## config.mk

```make
export PLATFORM = sky130hd
export DESIGN_NAME = bank_device_flat
export DESIGN_NICKNAME = d
export VERILOG_FILES = /design/src/pkg/bank_pkg.sv /design/src/pkg/bank_if.sv /design/src/hdl/bank_device.sv /design/src/flat_wrapper.sv
export VERILOG_INCLUDE_DIRS = /design/src /design/src/pkg
export SDC_FILE = /design/constraint.sdc
export NUM_CORES = 1
export LEC_CHECK = 0
export BUFFER_PORTS_ARGS = -buffer_cell sky130_fd_sc_hd__buf_2
export CAP_MARGIN = 20
export CORE_UTILIZATION = 50
export DETAILED_ROUTE_END_ITERATION = 8
export PLACE_DENSITY = 0.82
export SLEW_MARGIN = 20
export SYNTH_ARGS = -nofsm -noshare
export SYNTH_HDL_FRONTEND = slang
export SYNTH_SLANG_ARGS = --single-unit
```

## constraint.sdc

```tcl
create_clock -name ref_clk_i -period 4.8 [get_ports ref_clk_i]
set_clock_uncertainty 0.15 [all_clocks]
set_input_delay 0.24 -clock ref_clk_i [delete_from_list [all_inputs] [get_ports ref_clk_i]]
set_output_delay 0.24 -clock ref_clk_i [all_outputs]
set_load 0.005 [all_outputs]
```

## src/pkg/bank_consts.svh

```systemverilog
// Purpose: Offsets, fields, reset values and timing counts of the housekeeping register bank
// Assumes: 12-bit register addresses, 8-bit register data
// Notes: Included by the package and by both ends
`ifndef BANK_CONSTS_SVH
`define BANK_CONSTS_SVH

`define ADDR_W 12
`define DATA_W 8

`define OFS_CONVERTER_CONTROL 12'h302
`define OFS_CONVERTER_STATUS 12'h303
`define OFS_CONVERTER_RESULT 12'h304
`define OFS_PIN_OUTPUT_VALUES 12'h305
`define OFS_PIN_INPUT_VALUES 12'h306
`define OFS_PIN_DIRECTION_LEVEL 12'h307
`define OFS_IF_AMP_BIAS 12'h308
`define OFS_RF_DRIVER_BIAS 12'h309
`define OFS_LO_AMP_BIAS 12'h30A
`define OFS_DETECTOR_TRIM 12'h30C
`define OFS_MIXER_BIAS_POS 12'h30D
`define OFS_MIXER_BIAS_NEG 12'h30E

`define RST_CONVERTER_CONTROL 8'hCA
`define RST_CONVERTER_RESULT 8'hEF
`define RST_PIN_OUTPUT_VALUES 8'h00
`define RST_PIN_INPUT_FIELD 3'h7
`define RST_PIN_DIRECTION_LEVEL 8'h00
`define RST_IF_AMP_BIAS 8'h08
`define RST_RF_DRIVER_BIAS 8'h88
`define RST_LO_AMP_BIAS 8'h88
`define RST_DETECTOR_TRIM 8'h00
`define RST_MIXER_BIAS_POS 8'h08
`define RST_MIXER_BIAS_NEG 8'h08

// Writable bits per register; the other bits of these registers read zero
`define WMASK_CONVERTER_CONTROL 8'hFF
`define WMASK_PIN_OUTPUT_VALUES 8'h0E
`define WMASK_PIN_DIRECTION_LEVEL 8'h7E
`define WMASK_IF_AMP_BIAS 8'h0F
`define WMASK_RF_DRIVER_BIAS 8'hFF
`define WMASK_LO_AMP_BIAS 8'hFF
`define WMASK_DETECTOR_TRIM 8'h1F
`define WMASK_MIXER_BIAS 8'h1F

// Converter control fields
`define CTL_DIV_HI 7
`define CTL_DIV_LO 4
`define CTL_LOG_BIT 3
`define CTL_HALF_BIT 2
`define CTL_START_BIT 1
`define CTL_EN_BIT 0

// Converter status fields
`define STS_READY_BIT 2
`define STS_BUSY_BIT 1
`define STS_EOC_BIT 0

// Pin fields
`define PIN_VAL_HI 3
`define PIN_VAL_LO 1
`define PIN_DIR_HI 6
`define PIN_DIR_LO 4
`define PIN_LVL_HI 3
`define PIN_LVL_LO 1

// Converter clock is ref/(2*divider); one conversion lasts this many converter clocks
`define CONV_CLOCK_RATIO 2
`define CONV_CYCLES 4'h8

`endif

```

## src/pkg/bank_pkg.sv

```systemverilog
// Purpose: Types shared by the two ends of the register bank link
// Assumes: bank_consts.svh holds all numbers
// Notes: Nothing here is imported; users write bank_pkg::name
`include "bank_consts.svh"
`default_nettype none

package bank_pkg;

	typedef enum logic {
		CONV_IDLE = 1'b0,
		CONV_BUSY = 1'b1
	} conv_state_t;

	typedef enum logic {
		HOST_IDLE = 1'b0,
		HOST_WAIT = 1'b1
	} host_state_t;

	typedef logic [`ADDR_W-1:0] reg_addr_t;
	typedef logic [`DATA_W-1:0] reg_data_t;

endpackage

`default_nettype wire

```

## src/pkg/bank_if.sv

```systemverilog
// Purpose: Register access link between the host end and the device end
// Assumes: One clock shared by both ends
// Notes: One write or read per request cycle; read data returns one cycle later
`include "bank_consts.svh"
`default_nettype none

interface bank_if;
	logic wr_en;
	logic rd_en;
	logic [`ADDR_W-1:0] addr;
	logic [`DATA_W-1:0] wdata;
	logic [`DATA_W-1:0] rdata;
	logic rvalid;

	modport device (input wr_en, input rd_en, input addr, input wdata, output rdata, output rvalid);
	modport host (output wr_en, output rd_en, output addr, output wdata, input rdata, input rvalid);
endinterface

`default_nettype wire

```

## src/hdl/bank_device.sv

```systemverilog
// Purpose: Device end; register bank with housekeeping converter control and three general pins
// Assumes: Link requests and pin inputs are synchronous to ref_clk_i
// Notes: Converter is modelled digitally on the sampled input word
`include "bank_consts.svh"
`default_nettype none

module bank_device (
	input wire logic ref_clk_i,
	input wire logic rst_i,
	bank_if.device bus,
	input wire logic [`DATA_W-1:0] conv_sample_i,
	input wire logic [2:0] pin_in_i,
	output logic [2:0] pin_out_o,
	output logic [2:0] pin_oe_n_o,
	output logic [2:0] pin_level_18v_o,
	output logic [4:0] detector_cal_trim_o,
	output logic [3:0] if_amp_bias_level_o,
	output logic [3:0] rf_output_driver_bias_o,
	output logic [3:0] rf_predriver_bias_o,
	output logic [3:0] lo_amp_bias_first_o,
	output logic [3:0] lo_amp_bias_second_o,
	output logic [4:0] mixer_bias_positive_o,
	output logic [4:0] mixer_bias_negative_o
);

	// Log scale: three-bit exponent above five mantissa bits below the leading one
	function automatic logic [7:0] log_scale(input logic [7:0] x);
		logic [2:0] msb;
		logic [7:0] norm;
		msb = 3'h0;
		norm = 8'h00;
		for (int i = 0; i < 8; i++) begin
			if (x[i]) begin
				msb = 3'(i);
			end
		end
		norm = x << (3'h7 - msb);
		log_scale = (x == 8'h00) ? 8'h00 : {msb, norm[6:2]};
	endfunction

	function automatic logic [7:0] masked_write(input logic [7:0] old, input logic [7:0] val,
		input logic [7:0] mask);
		masked_write = (old & ~mask) | (val & mask);
	endfunction

	// Writable registers
	logic [7:0] ctl_q;
	logic [7:0] pin_out_q;
	logic [7:0] pin_cfg_q;
	logic [7:0] if_bias_q;
	logic [7:0] rf_bias_q;
	logic [7:0] lo_bias_q;
	logic [7:0] det_trim_q;
	logic [7:0] mix_pos_q;
	logic [7:0] mix_neg_q;

	// Device state
	logic [7:0] result_q;
	logic [2:0] pin_in_q;
	logic ready_q;
	logic start_prev_q;
	logic [7:0] sample_q;
	logic [4:0] div_cnt_q;
	logic [3:0] conv_cnt_q;
	bank_pkg::conv_state_t conv_q, conv_d;
	logic [7:0] rdata_q;
	logic rvalid_q;

	// Link decode
	wire wr_ctl = bus.wr_en && (bus.addr == `OFS_CONVERTER_CONTROL);
	wire wr_pin_out = bus.wr_en && (bus.addr == `OFS_PIN_OUTPUT_VALUES);
	wire wr_pin_cfg = bus.wr_en && (bus.addr == `OFS_PIN_DIRECTION_LEVEL);
	wire wr_if_bias = bus.wr_en && (bus.addr == `OFS_IF_AMP_BIAS);
	wire wr_rf_bias = bus.wr_en && (bus.addr == `OFS_RF_DRIVER_BIAS);
	wire wr_lo_bias = bus.wr_en && (bus.addr == `OFS_LO_AMP_BIAS);
	wire wr_det = bus.wr_en && (bus.addr == `OFS_DETECTOR_TRIM);
	wire wr_mix_pos = bus.wr_en && (bus.addr == `OFS_MIXER_BIAS_POS);
	wire wr_mix_neg = bus.wr_en && (bus.addr == `OFS_MIXER_BIAS_NEG);

	// Converter control fields
	wire [3:0] div_field = ctl_q[`CTL_DIV_HI:`CTL_DIV_LO];
	wire log_on = ctl_q[`CTL_LOG_BIT];
	wire half_on = ctl_q[`CTL_HALF_BIT];
	wire start_bit = ctl_q[`CTL_START_BIT];
	wire conv_en = ctl_q[`CTL_EN_BIT];

	wire start_rise = start_bit & ~start_prev_q;
	wire conv_go = start_rise & conv_en & (conv_q == bank_pkg::CONV_IDLE);

	// A zero divider would stop the clock, so it counts as one
	wire [3:0] div_eff = (div_field == 4'h0) ? 4'h1 : div_field;
	wire [4:0] div_last = 5'(div_eff * `CONV_CLOCK_RATIO) - 5'h01;
	wire conv_tick = (conv_q == bank_pkg::CONV_BUSY) && (div_cnt_q == div_last);
	wire conv_done = conv_tick && (conv_cnt_q == `CONV_CYCLES - 4'h1);

	wire [7:0] conv_input = half_on ? {1'b0, sample_q[7:1]} : sample_q;
	wire [7:0] conv_value = log_on ? log_scale(conv_input) : conv_input;

	wire busy = (conv_q == bank_pkg::CONV_BUSY);
	wire [7:0] status_word = {5'h00, ready_q, busy, ~busy};

	// Read selection; unmapped and reserved bits read zero
	wire [7:0] rd_mux =
		(bus.addr == `OFS_CONVERTER_CONTROL) ? ctl_q :
		(bus.addr == `OFS_CONVERTER_STATUS) ? status_word :
		(bus.addr == `OFS_CONVERTER_RESULT) ? result_q :
		(bus.addr == `OFS_PIN_OUTPUT_VALUES) ? pin_out_q :
		(bus.addr == `OFS_PIN_INPUT_VALUES) ? {4'h0, pin_in_q, 1'b0} :
		(bus.addr == `OFS_PIN_DIRECTION_LEVEL) ? pin_cfg_q :
		(bus.addr == `OFS_IF_AMP_BIAS) ? if_bias_q :
		(bus.addr == `OFS_RF_DRIVER_BIAS) ? rf_bias_q :
		(bus.addr == `OFS_LO_AMP_BIAS) ? lo_bias_q :
		(bus.addr == `OFS_DETECTOR_TRIM) ? det_trim_q :
		(bus.addr == `OFS_MIXER_BIAS_POS) ? mix_pos_q :
		(bus.addr == `OFS_MIXER_BIAS_NEG) ? mix_neg_q : 8'h00;

	assign bus.rdata = rdata_q;
	assign bus.rvalid = rvalid_q;

	// Pin drive; enable is active low while driving
	wire [2:0] pin_dir = pin_cfg_q[`PIN_DIR_HI:`PIN_DIR_LO];
	assign pin_out_o = pin_out_q[`PIN_VAL_HI:`PIN_VAL_LO];
	assign pin_oe_n_o = ~pin_dir;
	assign pin_level_18v_o = pin_cfg_q[`PIN_LVL_HI:`PIN_LVL_LO];
	assign detector_cal_trim_o = det_trim_q[4:0];
	assign if_amp_bias_level_o = if_bias_q[3:0];
	assign rf_output_driver_bias_o = rf_bias_q[7:4];
	assign rf_predriver_bias_o = rf_bias_q[3:0];
	assign lo_amp_bias_first_o = lo_bias_q[3:0];
	assign lo_amp_bias_second_o = lo_bias_q[7:4];
	assign mixer_bias_positive_o = mix_pos_q[4:0];
	assign mixer_bias_negative_o = mix_neg_q[4:0];

	always_comb begin
		conv_d = conv_q;
		case (conv_q)
			bank_pkg::CONV_IDLE: begin
				if (conv_go) begin
					conv_d = bank_pkg::CONV_BUSY;
				end
			end
			bank_pkg::CONV_BUSY: begin
				if (conv_done) begin
					conv_d = bank_pkg::CONV_IDLE;
				end
			end
			default: conv_d = bank_pkg::CONV_IDLE;
		endcase
	end

	// Register writes, masked so reserved bits stay zero
	always_ff @(posedge ref_clk_i) begin
		if (rst_i) begin
			ctl_q <= `RST_CONVERTER_CONTROL;
			pin_out_q <= `RST_PIN_OUTPUT_VALUES;
			pin_cfg_q <= `RST_PIN_DIRECTION_LEVEL;
			if_bias_q <= `RST_IF_AMP_BIAS;
			rf_bias_q <= `RST_RF_DRIVER_BIAS;
			lo_bias_q <= `RST_LO_AMP_BIAS;
			det_trim_q <= `RST_DETECTOR_TRIM;
			mix_pos_q <= `RST_MIXER_BIAS_POS;
			mix_neg_q <= `RST_MIXER_BIAS_NEG;
		end else begin
			if (wr_ctl) ctl_q <= masked_write(ctl_q, bus.wdata, `WMASK_CONVERTER_CONTROL);
			if (wr_pin_out) pin_out_q <= masked_write(pin_out_q, bus.wdata, `WMASK_PIN_OUTPUT_VALUES);
			if (wr_pin_cfg) pin_cfg_q <= masked_write(pin_cfg_q, bus.wdata, `WMASK_PIN_DIRECTION_LEVEL);
			if (wr_if_bias) if_bias_q <= masked_write(if_bias_q, bus.wdata, `WMASK_IF_AMP_BIAS);
			if (wr_rf_bias) rf_bias_q <= masked_write(rf_bias_q, bus.wdata, `WMASK_RF_DRIVER_BIAS);
			if (wr_lo_bias) lo_bias_q <= masked_write(lo_bias_q, bus.wdata, `WMASK_LO_AMP_BIAS);
			if (wr_det) det_trim_q <= masked_write(det_trim_q, bus.wdata, `WMASK_DETECTOR_TRIM);
			if (wr_mix_pos) mix_pos_q <= masked_write(mix_pos_q, bus.wdata, `WMASK_MIXER_BIAS);
			if (wr_mix_neg) mix_neg_q <= masked_write(mix_neg_q, bus.wdata, `WMASK_MIXER_BIAS);
		end
	end

	// Read answer one cycle after the request
	always_ff @(posedge ref_clk_i) begin
		if (rst_i) begin
			rdata_q <= 8'h00;
			rvalid_q <= 1'b0;
		end else begin
			rvalid_q <= bus.rd_en;
			if (bus.rd_en) rdata_q <= rd_mux;
		end
	end

	// Pin sampling
	always_ff @(posedge ref_clk_i) begin
		if (rst_i) begin
			pin_in_q <= `RST_PIN_INPUT_FIELD;
		end else begin
			pin_in_q <= pin_in_i;
		end
	end

	// Converter sequencing
	always_ff @(posedge ref_clk_i) begin
		if (rst_i) begin
			conv_q <= bank_pkg::CONV_IDLE;
			start_prev_q <= 1'b1;
			ready_q <= 1'b0;
			result_q <= `RST_CONVERTER_RESULT;
			sample_q <= 8'h00;
			div_cnt_q <= 5'h00;
			conv_cnt_q <= 4'h0;
		end else begin
			conv_q <= conv_d;
			start_prev_q <= start_bit;
			if (conv_go) begin
				sample_q <= conv_sample_i;
				div_cnt_q <= 5'h00;
				conv_cnt_q <= 4'h0;
			end else if (busy) begin
				div_cnt_q <= conv_tick ? 5'h00 : div_cnt_q + 5'h01;
				if (conv_tick) conv_cnt_q <= conv_cnt_q + 4'h1;
			end
			if (conv_done) begin
				result_q <= conv_value;
				ready_q <= 1'b1;
			end else if (conv_go) begin
				ready_q <= 1'b0;
			end
		end
	end
endmodule

`default_nettype wire

```

## src/flat_wrapper.sv

```systemverilog
// flat-port wrapper written by rule: the top's interface ports become plain ports
module bank_device_flat 
  (ref_clk_i, rst_i, conv_sample_i, pin_in_i, pin_out_o, pin_oe_n_o, pin_level_18v_o, detector_cal_trim_o, if_amp_bias_level_o, rf_output_driver_bias_o, rf_predriver_bias_o, lo_amp_bias_first_o, lo_amp_bias_second_o, mixer_bias_positive_o, mixer_bias_negative_o, bus_wr_en, bus_rd_en, bus_addr, bus_wdata, bus_rdata, bus_rvalid);
  bank_if bus_i ();
  input wire logic ref_clk_i;
  input wire logic rst_i;
  input wire logic [`DATA_W-1:0] conv_sample_i;
  input wire logic [2:0] pin_in_i;
  output logic [2:0] pin_out_o;
  output logic [2:0] pin_oe_n_o;
  output logic [2:0] pin_level_18v_o;
  output logic [4:0] detector_cal_trim_o;
  output logic [3:0] if_amp_bias_level_o;
  output logic [3:0] rf_output_driver_bias_o;
  output logic [3:0] rf_predriver_bias_o;
  output logic [3:0] lo_amp_bias_first_o;
  output logic [3:0] lo_amp_bias_second_o;
  output logic [4:0] mixer_bias_positive_o;
  output logic [4:0] mixer_bias_negative_o;
  input wire logic [$bits(bus_i.wr_en)-1:0] bus_wr_en;
  input wire logic [$bits(bus_i.rd_en)-1:0] bus_rd_en;
  input wire logic [$bits(bus_i.addr)-1:0] bus_addr;
  input wire logic [$bits(bus_i.wdata)-1:0] bus_wdata;
  output wire logic [$bits(bus_i.rdata)-1:0] bus_rdata;
  output wire logic [$bits(bus_i.rvalid)-1:0] bus_rvalid;
  assign bus_i.wr_en = bus_wr_en;
  assign bus_i.rd_en = bus_rd_en;
  assign bus_i.addr = bus_addr;
  assign bus_i.wdata = bus_wdata;
  assign bus_rdata = bus_i.rdata;
  assign bus_rvalid = bus_i.rvalid;
  bank_device u_core (.ref_clk_i(ref_clk_i), .rst_i(rst_i), .bus(bus_i), .conv_sample_i(conv_sample_i), .pin_in_i(pin_in_i), .pin_out_o(pin_out_o), .pin_oe_n_o(pin_oe_n_o), .pin_level_18v_o(pin_level_18v_o), .detector_cal_trim_o(detector_cal_trim_o), .if_amp_bias_level_o(if_amp_bias_level_o), .rf_output_driver_bias_o(rf_output_driver_bias_o), .rf_predriver_bias_o(rf_predriver_bias_o), .lo_amp_bias_first_o(lo_amp_bias_first_o), .lo_amp_bias_second_o(lo_amp_bias_second_o), .mixer_bias_positive_o(mixer_bias_positive_o), .mixer_bias_negative_o(mixer_bias_negative_o));
endmodule
```

### Yosys cells after proc, flatten, opt, wreduce, memory -nomap -nowiden

Cells that the tools add are included.

* bits in registers: 112
* logic and storage cells: 95
* output and inout port bits: 53
* input bits: 35

* reductions and logical operators: 16
* equal/unequal tests: 14
* muxes and demuxes: 29
* shift-type cells: 1
* add/sub/neg operators: 4
* bitwise gates (word level): 12

Operators by type and width (count)
* $eq 12x10->1 const B: 12
* $mux 8: 15
* $or 8x5->8: 3
* $mux 3: 6
* $or 8x4->8: 2
* $logic_and 1x1->1: 11
* $logic_not 8->1: 1
* $or 8x7->8: 1
* $shl 8x3->7: 1
* $add 5x1->5 const B: 1
* $eq 5x5->1: 1
* $mux 1: 5
* $mux 5: 1
* $sub 5x1->5 const B: 1
* $add 4x1->4 const B: 1
* $eq 4x3->1 const B: 1
* $logic_not 4->1: 1
* $mux 4: 1
* $and 1x1->1: 3
* $not 3->3: 1
* $sub 3x3->3 const A: 1
* $not 1->1: 2
* $pmux 1 s2: 1
* $reduce_and 2->1: 1
* other kinds (2): 2

### Longest topological paths before layout

* depth after elaboration: 13
* gate-level depth with buffers: 10
* gate-level depth less buffers: 9

### Least setup slack after synthesis

No wires, ideal clock.

* path kind: register to register
* start point: reg u_core.ctl_q[5]
* end point: reg u_core.result_q[5]
* arrival time: 1.948 ns
* data required time: 4.521 ns
* period minus slack after synthesis: 2.227 ns
* stages on the path, launching flop included: 11
* setup slack: 2.573 ns
* cells stage by stage: dfxtp_1 -> nor3_1 -> nor2_1 -> ha_1 -> xor2_1 -> nand3_1 -> nor2_1 -> nand3_1 -> clkbuf_1 -> mux2i_1 -> nand2_1

* cells in the longest elaborated chain, start to end: 6

Ends and longest elaborated chain
* start, declared: RTL line bank_device.sv:47 `logic [7:0] ctl_q;`
* start signal, assigned: RTL line bank_device.sv:154 `` ctl_q <= `RST_CONVERTER_CONTROL; ``
* start signal, assigned: RTL line bank_device.sv:164 `` if (wr_ctl) ctl_q <= masked_write(ctl_q, bus.wdata, `WMASK_CONVERTER_CONTROL); ``
* $logic_not 4->1: RTL line bank_device.sv:91 `wire [3:0] div_eff = (div_field == 4'h0) ? 4'h1 : div_field;`
* $mux 4 (*): RTL line bank_device.sv:91
* $sub 5x1->5 (*): RTL line bank_device.sv:92 `` wire [4:0] div_last = 5'(div_eff * `CONV_CLOCK_RATIO) - 5'h01; ``
* $eq 5x5->1 (*): RTL line bank_device.sv:93 `wire conv_tick = (conv_q == bank_pkg::CONV_BUSY) && (div_cnt_q == div_last);`
* $logic_and 1x1->1 (*): RTL line bank_device.sv:93
* $logic_and 1x1->1 (*): RTL line bank_device.sv:94 `` wire conv_done = conv_tick && (conv_cnt_q == `CONV_CYCLES - 4'h1); ``
* end signal, assigned: RTL line bank_device.sv:202 `` result_q <= `RST_CONVERTER_RESULT; ``
* end signal, assigned: RTL line bank_device.sv:218 `result_q <= conv_value;`
* end, declared: RTL line bank_device.sv:58 `logic [7:0] result_q;`

Every way passes the cells marked *; elsewhere a longest branch is shown, timed or not.
A chain may end at the register's enable or synchronous reset.

### Final worst setup path

* start point: reg u_core.ctl_q[5]
* end point: reg u_core.result_q[4]

The elaborated chain is that of the path after synthesis.

==> insert_results.sql <==
INSERT INTO impl_metrics (metric_group, metric, value, unit) VALUES
('power', 'switch_share', '25.16', '%'),
('min_path', 'worstHoldStart', 'bus_wdata[5]', ''),
('worst_setup_path', 'cp.depth', '9', ''),
('min_path', 'hold_class', 'input port to register', ''),
('worst_setup_path', 'cp_slowest_stage_delay', '0.54', 'ns'),
('power', 'internal_power', '1.103', 'mW'),
('synth', 'synth_nets', '624', ''),
('worst_setup_path', 'reg2reg_slack', '1.83', 'ns'),
('synth', 'synthDistinctLibCells', '66', ''),
('clock_network', 'clk_transition_reported_paths', '0.10', 'ns'),
('detailed_routing', 'detail_route.wirelength', '13610', 'um'),
('detailed_routing', 'dr_total_vias', '4724', ''),
('detailed_routing', 'drt-vias-per-instance', '5.980', ''),
('global_routing', 'groute.usage.overall', '27.64', '%'),
('worst_setup_path', 'worst_path_dominant_cell_family', 'simple AND/OR/NAND/NOR gates', ''),
('timing', 'finalCriticalPeriod', '2.970', 'ns'),
('clock_network', 'clock-root-buffer', 'clkbuf_8', ''),
('floorplanning', 'initial_utilization', '52.11', '%'),
('detailed_routing', 'met2_wire_len', '6271', 'um'),
('timing', 'worst_slack_setup_final', '1.830', 'ns'),
('clock_network', 'total_of_cells_resized_after_clock_tree_synthesis', '0', ''),
('clock_network', 'tritoncts_num_sinks', '92', ''),
('placement', 'number_of_input_and_output_port_buffers_inserted', '87', ''),
('worst_setup_path', 'critPathSlowestCell', 'nand3_1', ''),
('power', 'power_per_standard_cell_area', '261.8', 'nW/um^2'),
('worst_setup_path', 'reg2regPathDepth', '9', ''),
('cells_and_area', 'antenna_cells', '0', ''),
('clock_network', 'cts.path.max_buffers', '2', ''),
('worst_setup_path', 'timing.critical_path.to_type', 'register', ''),
('placement', 'placed_cell_area', '5281', 'um^2'),
('detailed_routing', 'met3_wirelength', '1297', 'um'),
('timing', 'max-slew-margin-rel', '36.16', '%'),
('timing', 'grt_setup_unrepaired', 'false', ''),
('clock_network', 'clk_lat_worst_skew', '0.37', 'ns'),
('global_routing', 'grt_max_degree', '71', ''),
('synth', 'synth_flop_cell', 'dfxtp_1', ''),
('floorplanning', 'chipHeight', '100.8', 'um'),
('power', 'pwr-share-seq', '52.2', '%'),
('timing', 'finalSetupViolCount', '0', ''),
('detailed_routing', 'drc', '0', ''),
('detailed_routing', 'route.antenna.remaining_nets', '0', ''),
('worst_setup_path', 'setup.worst_path.start', 'u_core.ctl_q[5]', ''),
('power', 'total_switching_power', '0.3710', 'mW'),
('cells_and_area', 'layout.cells.most_common', 'dfxtp_1', ''),
('synth', 'synth-async-reset-ratio', '0', '%'),
('worst_setup_path', 'cp_max_fo', '19', ''),
('worst_setup_path', 'r2r_end', 'u_core.result_q[4]', ''),
('worst_setup_path', 'critPathRequiredTime', '4.87', 'ns'),
('timing', 'finalSetupTns', '0', 'ns'),
('status', 'run_status', 'finished, final reports clean', ''),
('detailed_routing', 'dr.max_layer_used', 'met4', ''),
('global_routing', 'grt_first_pass_wirelength', '21930', 'um'),
('global_routing', 'grt_antenna_before_repair', '0', ''),
('cells_and_area', 'syn_to_final_growth', '15.30', '%'),
('power', 'clockPowerShare', '41.1', '%'),
('run', 'maxCapViolCount', '0', ''),
('worst_setup_path', 'worstSetupPathType', 'register to register', ''),
('worst_setup_path', 'crit_path_start_kind', 'register', ''),
('synth', 'seq_area_frac_synth', '37.71', '%'),
('power', 'vdd.ir_drop.worst', '0.1768', 'mV'),
('power', 'power_frac_comb', '6.8', '%'),
('detailed_routing', 'routed_wire_length_per_instance', '17.23', 'um'),
('global_routing', 'overflow', '0', ''),
('timing', 'achievable-frequency', '336.7', 'MHz'),
('timing', 'final_min_period_over_clock_period', '61.87', '%'),
('synth', 'synth_warnings', '0', ''),
('power', 'leakage_power', '2.080', 'nW'),
('cells_and_area', 'design.final.nets', '694', ''),
('placement', 'globalplace.congestion', '0.9911', ''),
('worst_setup_path', 'path_cells', 'nor3_1 > nor2_1 > ha_1 > xor2_1 > nand3_1 > nor2_1 > nand3_1 > a2111oi_0 > a2111oi_0', ''),
('worst_setup_path', 'worst-path-buf-inv', '0', '');
-- cell type report --
class,count,area [um^2]
sequential,92,1842
fill,879,3741
timing repair buffer,102,578.1
clock inverter,7,105.1
multi-input combinational,437,2768
tap,129,161.4
inverter,14,52.55
clock buffer,9,123.9
-- Yosys cell counts, drive strengths merged (3+ instances only) --
cell type | instances | area [um^2]
dfxtp | 92 | 1842
nand2b | 8 | 50.05
nor4b | 3 | 32.53
o21a | 3 | 22.52
a22oi | 6 | 45.04
a21oi | 35 | 175.2
a2111oi | 3 | 26.28
or2 | 4 | 25.02
ha | 3 | 37.54
clkbuf | 23 | 86.33
o2bb2ai | 3 | 26.28
o22ai | 5 | 31.28
nand2 | 59 | 221.5
nand3 | 27 | 140.1
o211ai | 4 | 30.03
o32ai | 4 | 35.03
xnor2 | 3 | 26.28
nor2 | 87 | 336.6
o21ai | 16 | 80.08
a221oi | 6 | 52.55
nor3b | 3 | 22.52
nor3 | 19 | 137.6
nor4 | 5 | 46.29
mux2 | 4 | 45.04
and3 | 3 | 18.77
nand3b | 5 | 37.54
a211oi | 11 | 82.58
a31oi | 3 | 18.77
mux2i | 57 | 570.6
xor2 | 8 | 70.07
buf | 20 | 135.1
inv | 13 | 48.80
nor2b | 9 | 56.30
-- kinds of logic (layout without fill, tap and decap cells) --
| family | after synthesis | in the layout | synth area share (%) |
|---|---|---|---|
| adders and majority gates | 3 | 3 | 0.7687 |
| AOI/OAI and AO/OA | 119 | 119 | 16.42 |
| DFF | 92 | 92 | 37.71 |
| and+or+nand+nor | 243 | 243 | 24.90 |
| xor gates and xnor gates | 11 | 11 | 1.973 |
| muxes | 61 | 61 | 12.61 |
| buffers and inverters | 57 | 132 | 5.611 |
-- power groups by stage --
stage,logic [mW],clock network (mW),registers (mW)
floorplan,0.0553,0,0.786
global route,0.107,0.649,0.770
detailed placement,0.0894,0,0.787
global placement,0.0879,0,0.787
finish,0.0995,0.606,0.769
CTS,0.0972,0.611,0.769
-- worst min-delay path by stage --
stage                     slack [ns]                  to  depth (start not counted)
after floorplan                 0.19  u_core.pin_in_q[0]                          1
after global placement          0.28  u_core.pin_in_q[0]                          2
after detailed placement        0.28  u_core.pin_in_q[0]                          2
after CTS                       0.04     u_core.ctl_q[5]                          3
after global routing            0.05     u_core.ctl_q[0]                          3
final                           0.05     u_core.ctl_q[5]                          3
-- worst reg2reg max path, cell delays in order, from the launching register on --
cell and delay, ns:
dfxtp_1 0.38, nor3_1 0.23, nor2_1 0.08, ha_1 0.31
xor2_1 0.14, nand3_1 0.10, nor2_1 0.26, nand3_1 0.54
a2111oi_0 0.52, a2111oi_0 0.12
-- per-layer routing --
metal  vias to the layer above  track usage, %
met1                      2207           38.71
met4                         0           10.03
met5                         -               0
met3                        28           4.092
met2                       261           43.26
li1                       2228               -
-- timing repair --
action                                  CTS  global route
hold buffers                             12             0
setup buffers                             0             0
hold endpoints to repair                 12             0
endpoints found under the setup margin    0             0
-- flip-flops by register name (all words and copies together) (netlist names), 3 cells and up --
signal	count
u_core.result_q	8
u_core.bus.rdata	8
u_core.pin_out_q	3
u_core.div_cnt_q	5
u_core.pin_cfg_q	6
u_core.conv_cnt_q	4
u_core.lo_bias_q	8
u_core.ctl_q	8
u_core.mix_pos_q	5
u_core.rf_bias_q	8
u_core.pin_in_q	3
u_core.det_trim_q	5
u_core.sample_q	8
u_core.mix_neg_q	5
u_core.if_bias_q	4
-- stage by stage --
step           cells  total power [mW]  utilization, %  hold WS, ns
2_1_floorplan    586            0.8418               -       0.1938
3_3_place_gp     762            0.8748           56.36       0.2767
3_5_place_dp     762            0.8762           56.36       0.2776
4_1_cts          790             1.477           60.08      0.04057
5_1_grt          790             1.526           60.08      0.05076
6_report         790             1.474           60.08      0.04594
No activity file was read; power rests on OpenSTA's default activity.
